<file path="src/verilog/att_pkg.sv">
package att_pkg;
  // ----------------------------------------
  // Control port addresses
  // ----------------------------------------
  localparam logic [4:0]  ADDR_POWER     = 5'h00;
  localparam logic [4:0]  ADDR_RESET_CTL = 5'h01;
  localparam logic [4:0]  ADDR_LEFT_ATT  = 5'h06;
  localparam logic [4:0]  ADDR_RIGHT_ATT = 5'h07;

  // ----------------------------------------
  // Field positions and reset values
  // ----------------------------------------
  localparam int          POWER_BIT_POS  = 0;
  localparam int          RUN_BIT_POS    = 0;
  localparam int          CODE_W         = 7;
  localparam logic [6:0]  ATT_RESET      = 7'h7f;
  localparam logic        POWER_RESET    = 1'b1;
  localparam logic        RUN_RESET      = 1'b0;

  // ----------------------------------------
  // Linear level and scaling
  // ----------------------------------------
  localparam int          LEVEL_W        = 13;
  localparam logic [12:0] LEVEL_MAX      = 13'h1f5f;
  localparam logic [12:0] LEVEL_OFFSET   = 13'h0021;
  localparam int          SAMPLE_W       = 24;
  // Close to 2^26 / max level, a hair above so mid levels never exceed unity
  localparam logic [13:0] SCALE_K        = 14'h20a5;
  localparam int          SCALE_SHIFT    = 26;
endpackage

</file>
<file path="src/verilog/att_chan_if.sv">
`timescale 1ns/10ps
`default_nettype none
interface att_chan_if #(parameter int SAMPLE_W = 24);
  logic        [6:0]          code;
  logic                       mute;
  logic                       strobe;
  logic signed [SAMPLE_W-1:0] din;
  logic signed [SAMPLE_W-1:0] dout;
  logic        [12:0]         level;

  modport ctrl (output code, output mute, output strobe, output din,
                input dout, input level);
  modport chan (input code, input mute, input strobe, input din,
                output dout, output level);
endinterface
`default_nettype wire

</file>
<file path="src/verilog/dac_output_soft_attenuator.sv">
`timescale 1ns/10ps
`default_nettype none
// Contract
// [RULE_01] Two 7-bit level registers, left and right, bit 7 zero, reset 7F.
// [RULE_02] 128 levels per channel; code 127 is unity, lower codes attenuate more.
// [RULE_03] Linear level equals 2^m times (2l+33) minus 33.
// [RULE_04] Code zero maps to level zero; code 127 maps to 8031.
// [RULE_05] Applied linear level moves gradually toward a new target, never jumps. Here a mute drops it to zero in one cycle.
// [RULE_06] Applied level steps exactly one unit per sample period until equal.
// [RULE_07] Power-down pin low mutes; on release fade up to 7F over 8031 periods. Here the fade waits for the run bit to be set again, since pin low clears it.
// [RULE_08] DAC power bit cleared mutes; set again fades to programmed levels.
// [RULE_09] DAC run bit cleared mutes; set again fades to programmed levels.
// [RULE_10] Samples are 24-bit two's complement, zero is midscale.
// [RULE_11] Output scales with applied level; 8031 is unity, zero gives zero.
// [RULE_12] Registers are written only over the control port; no readback.
module dac_output_soft_attenuator #(
  parameter int SAMPLE_W = att_pkg::SAMPLE_W
) (
  // Clock, reset, enable
  input  wire logic                       clk_i,
  input  wire logic                       arst_n_i,
  input  wire logic                       ce_i,
  // Power-down pin, asynchronous
  input  wire logic                       power_down_pin_n_i,
  // Control port writes
  input  wire logic                       wr_en_i,
  input  wire logic [4:0]                 wr_addr_i,
  input  wire logic [7:0]                 wr_data_i,
  // Sample stream in
  input  wire logic                       sample_valid_i,
  input  wire logic signed [SAMPLE_W-1:0] left_sample_i,
  input  wire logic signed [SAMPLE_W-1:0] right_sample_i,
  // Sample stream out
  output var  logic                       sample_valid_o,
  output var  logic signed [SAMPLE_W-1:0] left_sample_o,
  output var  logic signed [SAMPLE_W-1:0] right_sample_o,
  // Applied linear levels
  output var  logic [12:0]                left_level_o,
  output var  logic [12:0]                right_level_o
);

  logic       pin_meta;
  logic       pin_sync;
  logic [6:0] left_level_code;
  logic [6:0] right_level_code;
  logic       dac_power_enable_bit;
  logic       dac_run_bit;
  logic       force_mute;
  logic       wr_ok;

  att_chan_if #(.SAMPLE_W(SAMPLE_W)) left_bus ();
  att_chan_if #(.SAMPLE_W(SAMPLE_W)) right_bus ();

  // ----------------------------------------
  // Power-down pin synchroniser
  // ----------------------------------------
  // Resets to the powered-down state so the block starts muted
  always_ff @(posedge clk_i or negedge arst_n_i) begin
    if (!arst_n_i) begin
      pin_meta <= 1'b0;
      pin_sync <= 1'b0;
    end else if (ce_i) begin
      pin_meta <= power_down_pin_n_i;
      pin_sync <= pin_meta;
    end
  end

  // ----------------------------------------
  // Register writes
  // ----------------------------------------
  // Writes while the pin holds power-down are lost, the file is in reset
  assign wr_ok = ce_i && wr_en_i && pin_sync; // RULE_12

  always_ff @(posedge clk_i or negedge arst_n_i) begin
    if (!arst_n_i) begin
      left_level_code  <= att_pkg::ATT_RESET;
      right_level_code <= att_pkg::ATT_RESET;
    end else if (ce_i && !pin_sync) begin
      left_level_code  <= att_pkg::ATT_RESET; // RULE_07
      right_level_code <= att_pkg::ATT_RESET; // RULE_07
    end else if (wr_ok && wr_addr_i == att_pkg::ADDR_LEFT_ATT) begin
      left_level_code  <= wr_data_i[6:0]; // RULE_01 RULE_02
    end else if (wr_ok && wr_addr_i == att_pkg::ADDR_RIGHT_ATT) begin
      right_level_code <= wr_data_i[6:0]; // RULE_01 RULE_02
    end
  end

  always_ff @(posedge clk_i or negedge arst_n_i) begin
    if (!arst_n_i) begin
      dac_power_enable_bit <= att_pkg::POWER_RESET;
      dac_run_bit          <= att_pkg::RUN_RESET;
    end else if (ce_i && !pin_sync) begin
      dac_power_enable_bit <= att_pkg::POWER_RESET;
      dac_run_bit          <= att_pkg::RUN_RESET;
    end else if (wr_ok && wr_addr_i == att_pkg::ADDR_POWER) begin
      dac_power_enable_bit <= wr_data_i[att_pkg::POWER_BIT_POS]; // RULE_08
    end else if (wr_ok && wr_addr_i == att_pkg::ADDR_RESET_CTL) begin
      dac_run_bit          <= wr_data_i[att_pkg::RUN_BIT_POS]; // RULE_09
    end
  end

  // ----------------------------------------
  // Channel control
  // ----------------------------------------
  // Registers keep their codes under the bits, so release fades back to them
  assign force_mute = !pin_sync || !dac_power_enable_bit || !dac_run_bit; // RULE_07 RULE_08 RULE_09

  assign left_bus.code    = left_level_code;
  assign left_bus.mute    = force_mute;
  assign left_bus.strobe  = sample_valid_i;
  assign left_bus.din     = left_sample_i; // RULE_10
  assign right_bus.code   = right_level_code;
  assign right_bus.mute   = force_mute;
  assign right_bus.strobe = sample_valid_i;
  assign right_bus.din    = right_sample_i; // RULE_10

  att_channel #(.SAMPLE_W(SAMPLE_W)) u_left (
    .clk_i    (clk_i),
    .arst_n_i (arst_n_i),
    .ce_i     (ce_i),
    .bus      (left_bus.chan)
  );

  att_channel #(.SAMPLE_W(SAMPLE_W)) u_right (
    .clk_i    (clk_i),
    .arst_n_i (arst_n_i),
    .ce_i     (ce_i),
    .bus      (right_bus.chan)
  );

  // ----------------------------------------
  // Outputs
  // ----------------------------------------
  always_ff @(posedge clk_i or negedge arst_n_i) begin
    if (!arst_n_i) begin
      sample_valid_o <= 1'b0;
    end else if (ce_i) begin
      sample_valid_o <= sample_valid_i;
    end
  end

  assign left_sample_o  = left_bus.dout;
  assign right_sample_o = right_bus.dout;
  assign left_level_o   = left_bus.level;
  assign right_level_o  = right_bus.level;

  // ----------------------------------------
  // Checks
  // ----------------------------------------
  left_write_a: assert property (@(posedge clk_i) disable iff (!arst_n_i) // RULE_01
    wr_ok && wr_addr_i == att_pkg::ADDR_LEFT_ATT |=> left_level_code == $past(wr_data_i[6:0]))
    else $error("left level write not stored");
  right_write_a: assert property (@(posedge clk_i) disable iff (!arst_n_i) // RULE_01
    wr_ok && wr_addr_i == att_pkg::ADDR_RIGHT_ATT |=> right_level_code == $past(wr_data_i[6:0]))
    else $error("right level write not stored");
  pin_reset_a: assert property (@(posedge clk_i) disable iff (!arst_n_i) // RULE_07
    ce_i && !pin_sync |=> left_level_code == att_pkg::ATT_RESET
      && right_level_code == att_pkg::ATT_RESET
      && left_level_o == 13'h0000 && right_level_o == 13'h0000)
    else $error("power-down pin did not reset and mute");
  power_mute_a: assert property (@(posedge clk_i) disable iff (!arst_n_i) // RULE_08
    ce_i && !dac_power_enable_bit |=> left_level_o == 13'h0000 && right_level_o == 13'h0000)
    else $error("power bit did not mute");
  run_mute_a: assert property (@(posedge clk_i) disable iff (!arst_n_i) // RULE_09
    ce_i && !dac_run_bit |=> left_level_o == 13'h0000 && right_level_o == 13'h0000)
    else $error("run bit did not mute");
  fade_start_a: assert property (@(posedge clk_i) disable iff (!arst_n_i) // RULE_05
    ce_i && !force_mute && sample_valid_i && left_level_o == 13'h0000 && left_level_code != 7'h00
    |=> left_level_o == 13'h0001)
    else $error("fade did not start from zero by one");
  valid_out_a: assert property (@(posedge clk_i) disable iff (!arst_n_i)
    ce_i |=> sample_valid_o == $past(sample_valid_i))
    else $error("output valid not one cycle after input");

  // ----------------------------------------
  // Ramp and register file checks
  // ----------------------------------------
  // Right channel has its own ramp, so it is checked on its own
  right_fade_a: assert property (@(posedge clk_i) disable iff (!arst_n_i) // RULE_05
    ce_i && !force_mute && sample_valid_i && right_level_o == 13'h0000
    && right_level_code != 7'h00 |=> right_level_o == 13'h0001)
    else $error("right fade did not start from zero by one");
  left_hold_a: assert property (@(posedge clk_i) disable iff (!arst_n_i) // RULE_06
    ce_i && !force_mute && !sample_valid_i |=> left_level_o == $past(left_level_o))
    else $error("left level moved without a strobe");
  right_hold_a: assert property (@(posedge clk_i) disable iff (!arst_n_i) // RULE_06
    ce_i && !force_mute && !sample_valid_i |=> right_level_o == $past(right_level_o))
    else $error("right level moved without a strobe");

  left_step_a: assert property (@(posedge clk_i) disable iff (!arst_n_i) // RULE_06
    ce_i && !force_mute |=> left_level_o == $past(left_level_o)
      || left_level_o == $past(left_level_o) + 13'h0001
      || left_level_o == $past(left_level_o) - 13'h0001)
    else $error("left level moved more than one");
  right_step_a: assert property (@(posedge clk_i) disable iff (!arst_n_i) // RULE_06
    ce_i && !force_mute |=> right_level_o == $past(right_level_o)
      || right_level_o == $past(right_level_o) + 13'h0001
      || right_level_o == $past(right_level_o) - 13'h0001)
    else $error("right level moved more than one");
  level_bound_a: assert property (@(posedge clk_i) disable iff (!arst_n_i) // RULE_05
    left_level_o <= att_pkg::LEVEL_MAX && right_level_o <= att_pkg::LEVEL_MAX)
    else $error("applied level above full scale");

  other_addr_a: assert property (@(posedge clk_i) disable iff (!arst_n_i) // RULE_12
    wr_ok && wr_addr_i != att_pkg::ADDR_LEFT_ATT && wr_addr_i != att_pkg::ADDR_RIGHT_ATT
    |=> left_level_code == $past(left_level_code)
      && right_level_code == $past(right_level_code))
    else $error("write to another address changed a level");
  code_hold_a: assert property (@(posedge clk_i) disable iff (!arst_n_i) // RULE_01
    ce_i && pin_sync && !wr_en_i |=> left_level_code == $past(left_level_code)
      && right_level_code == $past(right_level_code))
    else $error("level code changed without a write");
  power_write_a: assert property (@(posedge clk_i) disable iff (!arst_n_i) // RULE_08
    wr_ok && wr_addr_i == att_pkg::ADDR_POWER
    |=> dac_power_enable_bit == $past(wr_data_i[att_pkg::POWER_BIT_POS]))
    else $error("power bit write not stored");
  run_write_a: assert property (@(posedge clk_i) disable iff (!arst_n_i) // RULE_09
    wr_ok && wr_addr_i == att_pkg::ADDR_RESET_CTL
    |=> dac_run_bit == $past(wr_data_i[att_pkg::RUN_BIT_POS]))
    else $error("run bit write not stored");

  // Pin low must also return both control bits to their defaults
  pin_bits_a: assert property (@(posedge clk_i) disable iff (!arst_n_i) // RULE_07
    ce_i && !pin_sync |=> dac_power_enable_bit == att_pkg::POWER_RESET
      && dac_run_bit == att_pkg::RUN_RESET)
    else $error("power-down pin did not reset control bits");
  pin_sync_a: assert property (@(posedge clk_i) disable iff (!arst_n_i) // RULE_07
    ce_i |=> pin_sync == $past(pin_meta))
    else $error("pin synchroniser skipped a stage");
  out_hold_a: assert property (@(posedge clk_i) disable iff (!arst_n_i) // RULE_11
    ce_i && !sample_valid_i |=> left_sample_o == $past(left_sample_o)
      && right_sample_o == $past(right_sample_o))
    else $error("output sample changed without a strobe");

endmodule
`default_nettype wire

</file>
<file path="src/verilog/att_channel.sv">
`timescale 1ns/10ps
`default_nettype none
module att_channel #(
  parameter int SAMPLE_W = 24
) (
  // Clock, reset and enable
  input  wire logic clk_i,
  input  wire logic arst_n_i,
  input  wire logic ce_i,
  // Channel carrier
  att_chan_if.chan  bus
);

  logic        [12:0]         target;
  logic        [12:0]         level;
  logic signed [52:0]         prod;

  // ----------------------------------------
  // Code to linear level
  // ----------------------------------------
  function automatic logic [12:0] to_level(input logic [6:0] c);
    logic [12:0] base;
    base = {8'h00, c[3:0], 1'b0} + att_pkg::LEVEL_OFFSET;
    if (c == 7'h00) begin
      to_level = 13'h0000; // RULE_04
    end else begin
      to_level = 13'(base << c[6:4]) - att_pkg::LEVEL_OFFSET; // RULE_03
    end
  endfunction

  assign target    = to_level(bus.code);
  assign bus.level = level;

  // ----------------------------------------
  // Soft ramp, one unit per sample period
  // ----------------------------------------
  always_ff @(posedge clk_i or negedge arst_n_i) begin
    if (!arst_n_i) begin
      level <= 13'h0000;
    end else if (ce_i) begin
      if (bus.mute) begin
        level <= 13'h0000; // RULE_07 RULE_08 RULE_09
      end else if (bus.strobe && level < target) begin
        level <= level + 13'h0001; // RULE_05 RULE_06
      end else if (bus.strobe && level > target) begin
        level <= level - 13'h0001; // RULE_06
      end
    end
  end

  // ----------------------------------------
  // Signed scaling
  // ----------------------------------------
  // Truncating shift rounds toward minus infinity; full level bypasses it
  assign prod = bus.din * $signed({1'b0, level}) * $signed({1'b0, att_pkg::SCALE_K}); // RULE_10

  always_ff @(posedge clk_i or negedge arst_n_i) begin
    if (!arst_n_i) begin
      bus.dout <= '0;
    end else if (ce_i && bus.strobe) begin
      if (level == att_pkg::LEVEL_MAX) begin
        bus.dout <= bus.din; // RULE_11
      end else begin
        bus.dout <= prod[att_pkg::SCALE_SHIFT +: SAMPLE_W]; // RULE_11
      end
    end
  end

  // ----------------------------------------
  // Checks
  // ----------------------------------------
  step_up_a: assert property (@(posedge clk_i) disable iff (!arst_n_i) // RULE_06
    ce_i && bus.strobe && !bus.mute && level < target |=> level == $past(level) + 13'h0001)
    else $error("level did not rise by one");
  step_down_a: assert property (@(posedge clk_i) disable iff (!arst_n_i) // RULE_06
    ce_i && bus.strobe && !bus.mute && level > target |=> level == $past(level) - 13'h0001)
    else $error("level did not fall by one");
  mute_level_a: assert property (@(posedge clk_i) disable iff (!arst_n_i) // RULE_08
    ce_i && bus.mute |=> level == 13'h0000)
    else $error("mute did not clear level");
  max_code_a: assert property (@(posedge clk_i) disable iff (!arst_n_i) // RULE_04
    bus.code == 7'h7f |-> target == att_pkg::LEVEL_MAX)
    else $error("top code not full level");
  unity_pass_a: assert property (@(posedge clk_i) disable iff (!arst_n_i) // RULE_11
    ce_i && bus.strobe && level == att_pkg::LEVEL_MAX |=> bus.dout == $past(bus.din))
    else $error("full level not unity");
  zero_out_a: assert property (@(posedge clk_i) disable iff (!arst_n_i) // RULE_11
    ce_i && bus.strobe && level == 13'h0000 |=> bus.dout == '0)
    else $error("zero level gave nonzero sample");

endmodule
`default_nettype wire

</file>
<file path="config.mk">
export PLATFORM = sky130hd
export DESIGN_NAME = dac_output_soft_attenuator
export DESIGN_NICKNAME = d
export VERILOG_FILES = /design/src/verilog/att_pkg.sv /design/src/verilog/att_chan_if.sv /design/src/verilog/dac_output_soft_attenuator.sv /design/src/verilog/att_channel.sv
export SDC_FILE = /design/constraint.sdc
export NUM_CORES = 2
export LEC_CHECK = 0
export BUFFER_PORTS_ARGS = -buffer_cell sky130_fd_sc_hd__buf_2
export CAP_MARGIN = 30
export CORE_MARGIN = 2
export CORE_UTILIZATION = 50
export CTS_CLUSTER_DIAMETER = 150
export DETAILED_ROUTE_END_ITERATION = 16
export GPL_ROUTABILITY_DRIVEN = 0
export HOLD_SLACK_MARGIN = 0.03
export PLACE_DENSITY = 0.77
export SETUP_SLACK_MARGIN = 0.5
export SLEW_MARGIN = 5
export SYNTH_ARGS = -nofsm -noshare
export SYNTH_HDL_FRONTEND = slang
export SYNTH_HIERARCHICAL = 1
export SYNTH_SLANG_ARGS = --single-unit
</file>
<file path="constraint.sdc">
create_clock -name clk_i -period 34.3 [get_ports clk_i]
set_input_delay 5.145 -clock clk_i [delete_from_list [all_inputs] [get_ports clk_i]]
set_output_delay 5.145 -clock clk_i [all_outputs]
set_load 0.1 [all_outputs]
</file>
==> impl_metrics.tcl <==
set metrics [dict create \
    core-area_um2 85100 \
    synth_top_area_share_pct 36.8 \
    hold_viol_final 0 \
    max_cap_violations 0 \
    rows 107 \
    grt_overflow_total 0 \
    synth_top_area_cell "fa_1" \
    pin_count 142 \
    cts-buffers-inserted 9 \
    track_usage_pct 23.7 \
    die_w_um 297 \
    wl_met3_um 5280 \
    total_power_w 0.000461 \
    ys_types 103 \
    finalSetupViolCount 0 \
    timing.final.crit_share_pct 49.7 \
    die_area_um2 88100 \
    layout.area.seq_um2 2350 \
    drv_slew 0 \
    setup_tns_ns 0 \
    worst_pin_slew_ns 1.01 \
    wl_met1_um 43200 \
    place_hpwl_um 83200 \
    drtIter0Drc 1881 \
    fill_cells 7765 \
    cts_sinks 93 \
    clkSlewWorstSetupHoldPaths_ns 0.08 \
    worstRegToRegCells 40 \
    cp.depth 43 \
    multi_input_area_um2 35600 \
    min_path_type "flip-flop to flip-flop" \
    dr.pass1.iters 5 \
    start_kind "input port" \
    p_leak_nw 26.0 \
    synthTopCellsByArea "fa_1, ha_1, inv_1" \
    via_per_inst 5.41 \
    peakVddDrop_v 0.0000260 \
    cts_resized 0 \
    ys_seq_area_share_pct 5.47 \
    drive_gt1_share_pct 5.56 \
    cp.arrival_ns 17.32 \
    outcome "finished, final reports clean" \
    routed_wl_um 102000 \
    antenna_found_initial 0 \
    r2r_slack_ns 21.56 \
    synth_edf_count 0 \
    cp.required_ns 34.58 \
    grt_max_degree 49 \
    synthFlopType "dfrtp_1" \
    timing.slew.headroom_pct 32.1 \
    cp_top_family "adder cells" \
    layout.nets 6333 \
    cts_setup_buffers 0 \
    min_period_ns 17.04 \
    clockBufferDepth 2 \
    p_int_w 0.000231 \
    netSwitchingPower_w 0.000230 \
    area_delta_synth_final_pct 4.73 \
    max_stage_delay_ns 0.55 \
    grt_pass1_wl_um 171000 \
    vias 32468 \
    ant_nets 0 \
    initial_core_util_pct 50.4 \
    syn_area_per_cell_um2 8.86 \
    hold_buffers 0 \
    grt_pass1_vias 34269 \
    pwr-share-seq_pct 26.9 \
    ys_seq_elements 93 \
    pwr-share-clk_pct 24.6 \
    wl_per_cell_um 17.0 \
    h-tree-depth 3 \
    crit_path_max_fanout 14 \
    fmax_mhz 58.7 \
    dieHeight_um 297 \
    rsz0062_at_grt "no" \
    criticalPathCategory "input port to flip-flop" \
    yosysWarningCount 6 \
    post-route-util_pct 52.7 \
    worstSetupEndpointType "flip-flop" \
    top_layer "met4" \
    clock-root-buffer "clkbuf_16" \
    hold-path-cell-count 2 \
    drcViolationCount 0 \
    synthCells 4838 \
    synth_fp_nets 6323 \
    clock_skew_ns 0.0236 \
    p_sw_share_pct 50.0 \
    crit_slowest_cell "xnor2_1" \
    power_frac_comb_pct 48.6 \
    io_buffers 140 \
    powerDensity_nw_per_um2 10.3 \
    cts_tree "built" \
    wl_met2_um 50600 \
    clk_latency_ns 0.42 \
    crit_buf_inv 10 \
    syn-cell-area_um2 42900 \
    async_reset_ff_share_pct 100 \
]
## final timing paths
kind,start,endpoint
worst max-delay path,right_sample_i[7],u_right/bus.dout[23]
worst min-delay path,u_right/bus.dout[11],u_right/bus.dout[11]
worst max register to register,u_right/bus.level[7],u_right/bus.dout[23]
worst min register to register,u_right/bus.dout[11],u_right/bus.dout[11]
max in group asynchronous,arst_n_i,u_right/bus.level[4]
min in group asynchronous,arst_n_i,u_left/bus.dout[9]
## stage by stage
stage	hold slack, ns	area, um^2	std cells	worst slack [ns]
6_report	0.490	44900	5998	17.26
5_1_grt	0.502	44900	5997	16.80
4_1_cts	0.488	44900	5996	17.40
3_5_place_dp	0.468	44600	5980	17.00
3_3_place_gp	0.460	44500	5977	17.20
2_1_floorplan	0.475	42900	4838	18.00
## cells by family after synthesis
| group | Yosys count | share of synthesized area (%) |
|---|---|---|
| AO/OA/AOI/OAI | 591 | 8.96 |
| XOR/XNOR | 200 | 4.08 |
| adder cells (fa/ha/maj) | 1418 | 55.2 |
| buffers and inverters | 1313 | 11.7 |
| flip-flops | 93 | 5.47 |
| multiplexers | 37 | 0.972 |
| AND/OR/NAND/NOR | 1186 | 13.7 |
## cell usage in the layout (no fill, tap or decap), types with 23 or more instances in the layout
cell	n
a211oi_1	23
a21o_1	71
a21oi_1	172
and2_1	321
and3_1	25
buf_2	139
buf_4	33
dfrtp_1	78
fa_1	788
ha_1	630
inv_1	1135
nand2_1	478
nand2b_1	24
nand3_1	44
nand4_1	27
nor2_1	144
nor3_1	38
o21a_1	30
o21ai_0	118
xnor2_1	138
xor2_1	62
## worst register-to-register path, delay by kind of cell (launching register included)
kind | cells | cell delay, ns
AND/OR/NAND/NOR | 9 | 1.87
adder cells (fa/ha/maj) | 14 | 5.98
XOR/XNOR | 1 | 0.55
flip-flops | 1 | 0.80
AO/OA/AOI/OAI | 10 | 2.92
buffers and inverters | 6 | 0.48
## metal layers
metal / GRT usage (%) / up-vias
met2: 40.7 / 905
met1: 31.0 / 16415
li1: - / 15002
met4: 7.49 / 0
met3: 2.93 / 146
met5: 0 / -
## synth_stat cells (all sizes together), types with 17 or more instances
library cell  number
a211oi            24
a21o              71
a21oi            178
a31oi             23
and2             321
and3              26
buf               17
clkbuf           158
dfrtp             78
fa               788
ha               630
inv             1137
mux2              17
mux2i             18
nand2            478
nand2b            24
nand3             44
nand4             27
nor2             145
nor2b             20
nor3              39
o21a              30
o21ai            140
or3               17
xnor2            138
xor2              62
## sequential cells by signal, summed over array words and instances, names as in the netlist
name	count
pin_sync	1
u_right/bus.dout	24
u_right/bus.level	13
left_bus.code	7
dac_run_bit	1
right_bus.code	7
u_left/bus.dout	24
dac_power_enable_bit	1
u_left/bus.level	13
sample_valid_o	1
pin_meta	1
## area by class of cell
class / instances / share of cell area [%]
Antenna cell: 1 / 0.00557
Clock buffer: 9 / 0.501
Clock inverter: 7 / 0.167
Inverter: 1137 / 9.51
Multi-Input combinational cell: 3432 / 79.2
Sequential cell: 93 / 5.22
Tap cell: 1144 / 3.19
Timing Repair Buffer: 175 / 2.23
## power by group through the flow
| stage | logic, W | clock network [W] | registers (W) |
|---|---|---|---|
| floorplan | 0.000108 | 0 | 0.000181 |
| global placement | 0.000216 | 0 | 0.000125 |
| detailed placement | 0.000222 | 0 | 0.000126 |
| CTS | 0.000223 | 0.000118 | 0.000124 |
| global route | 0.000245 | 0.000119 | 0.000125 |
| finish | 0.000224 | 0.000113 | 0.000124 |
Note: power is estimated with default switching activity, not from simulation.
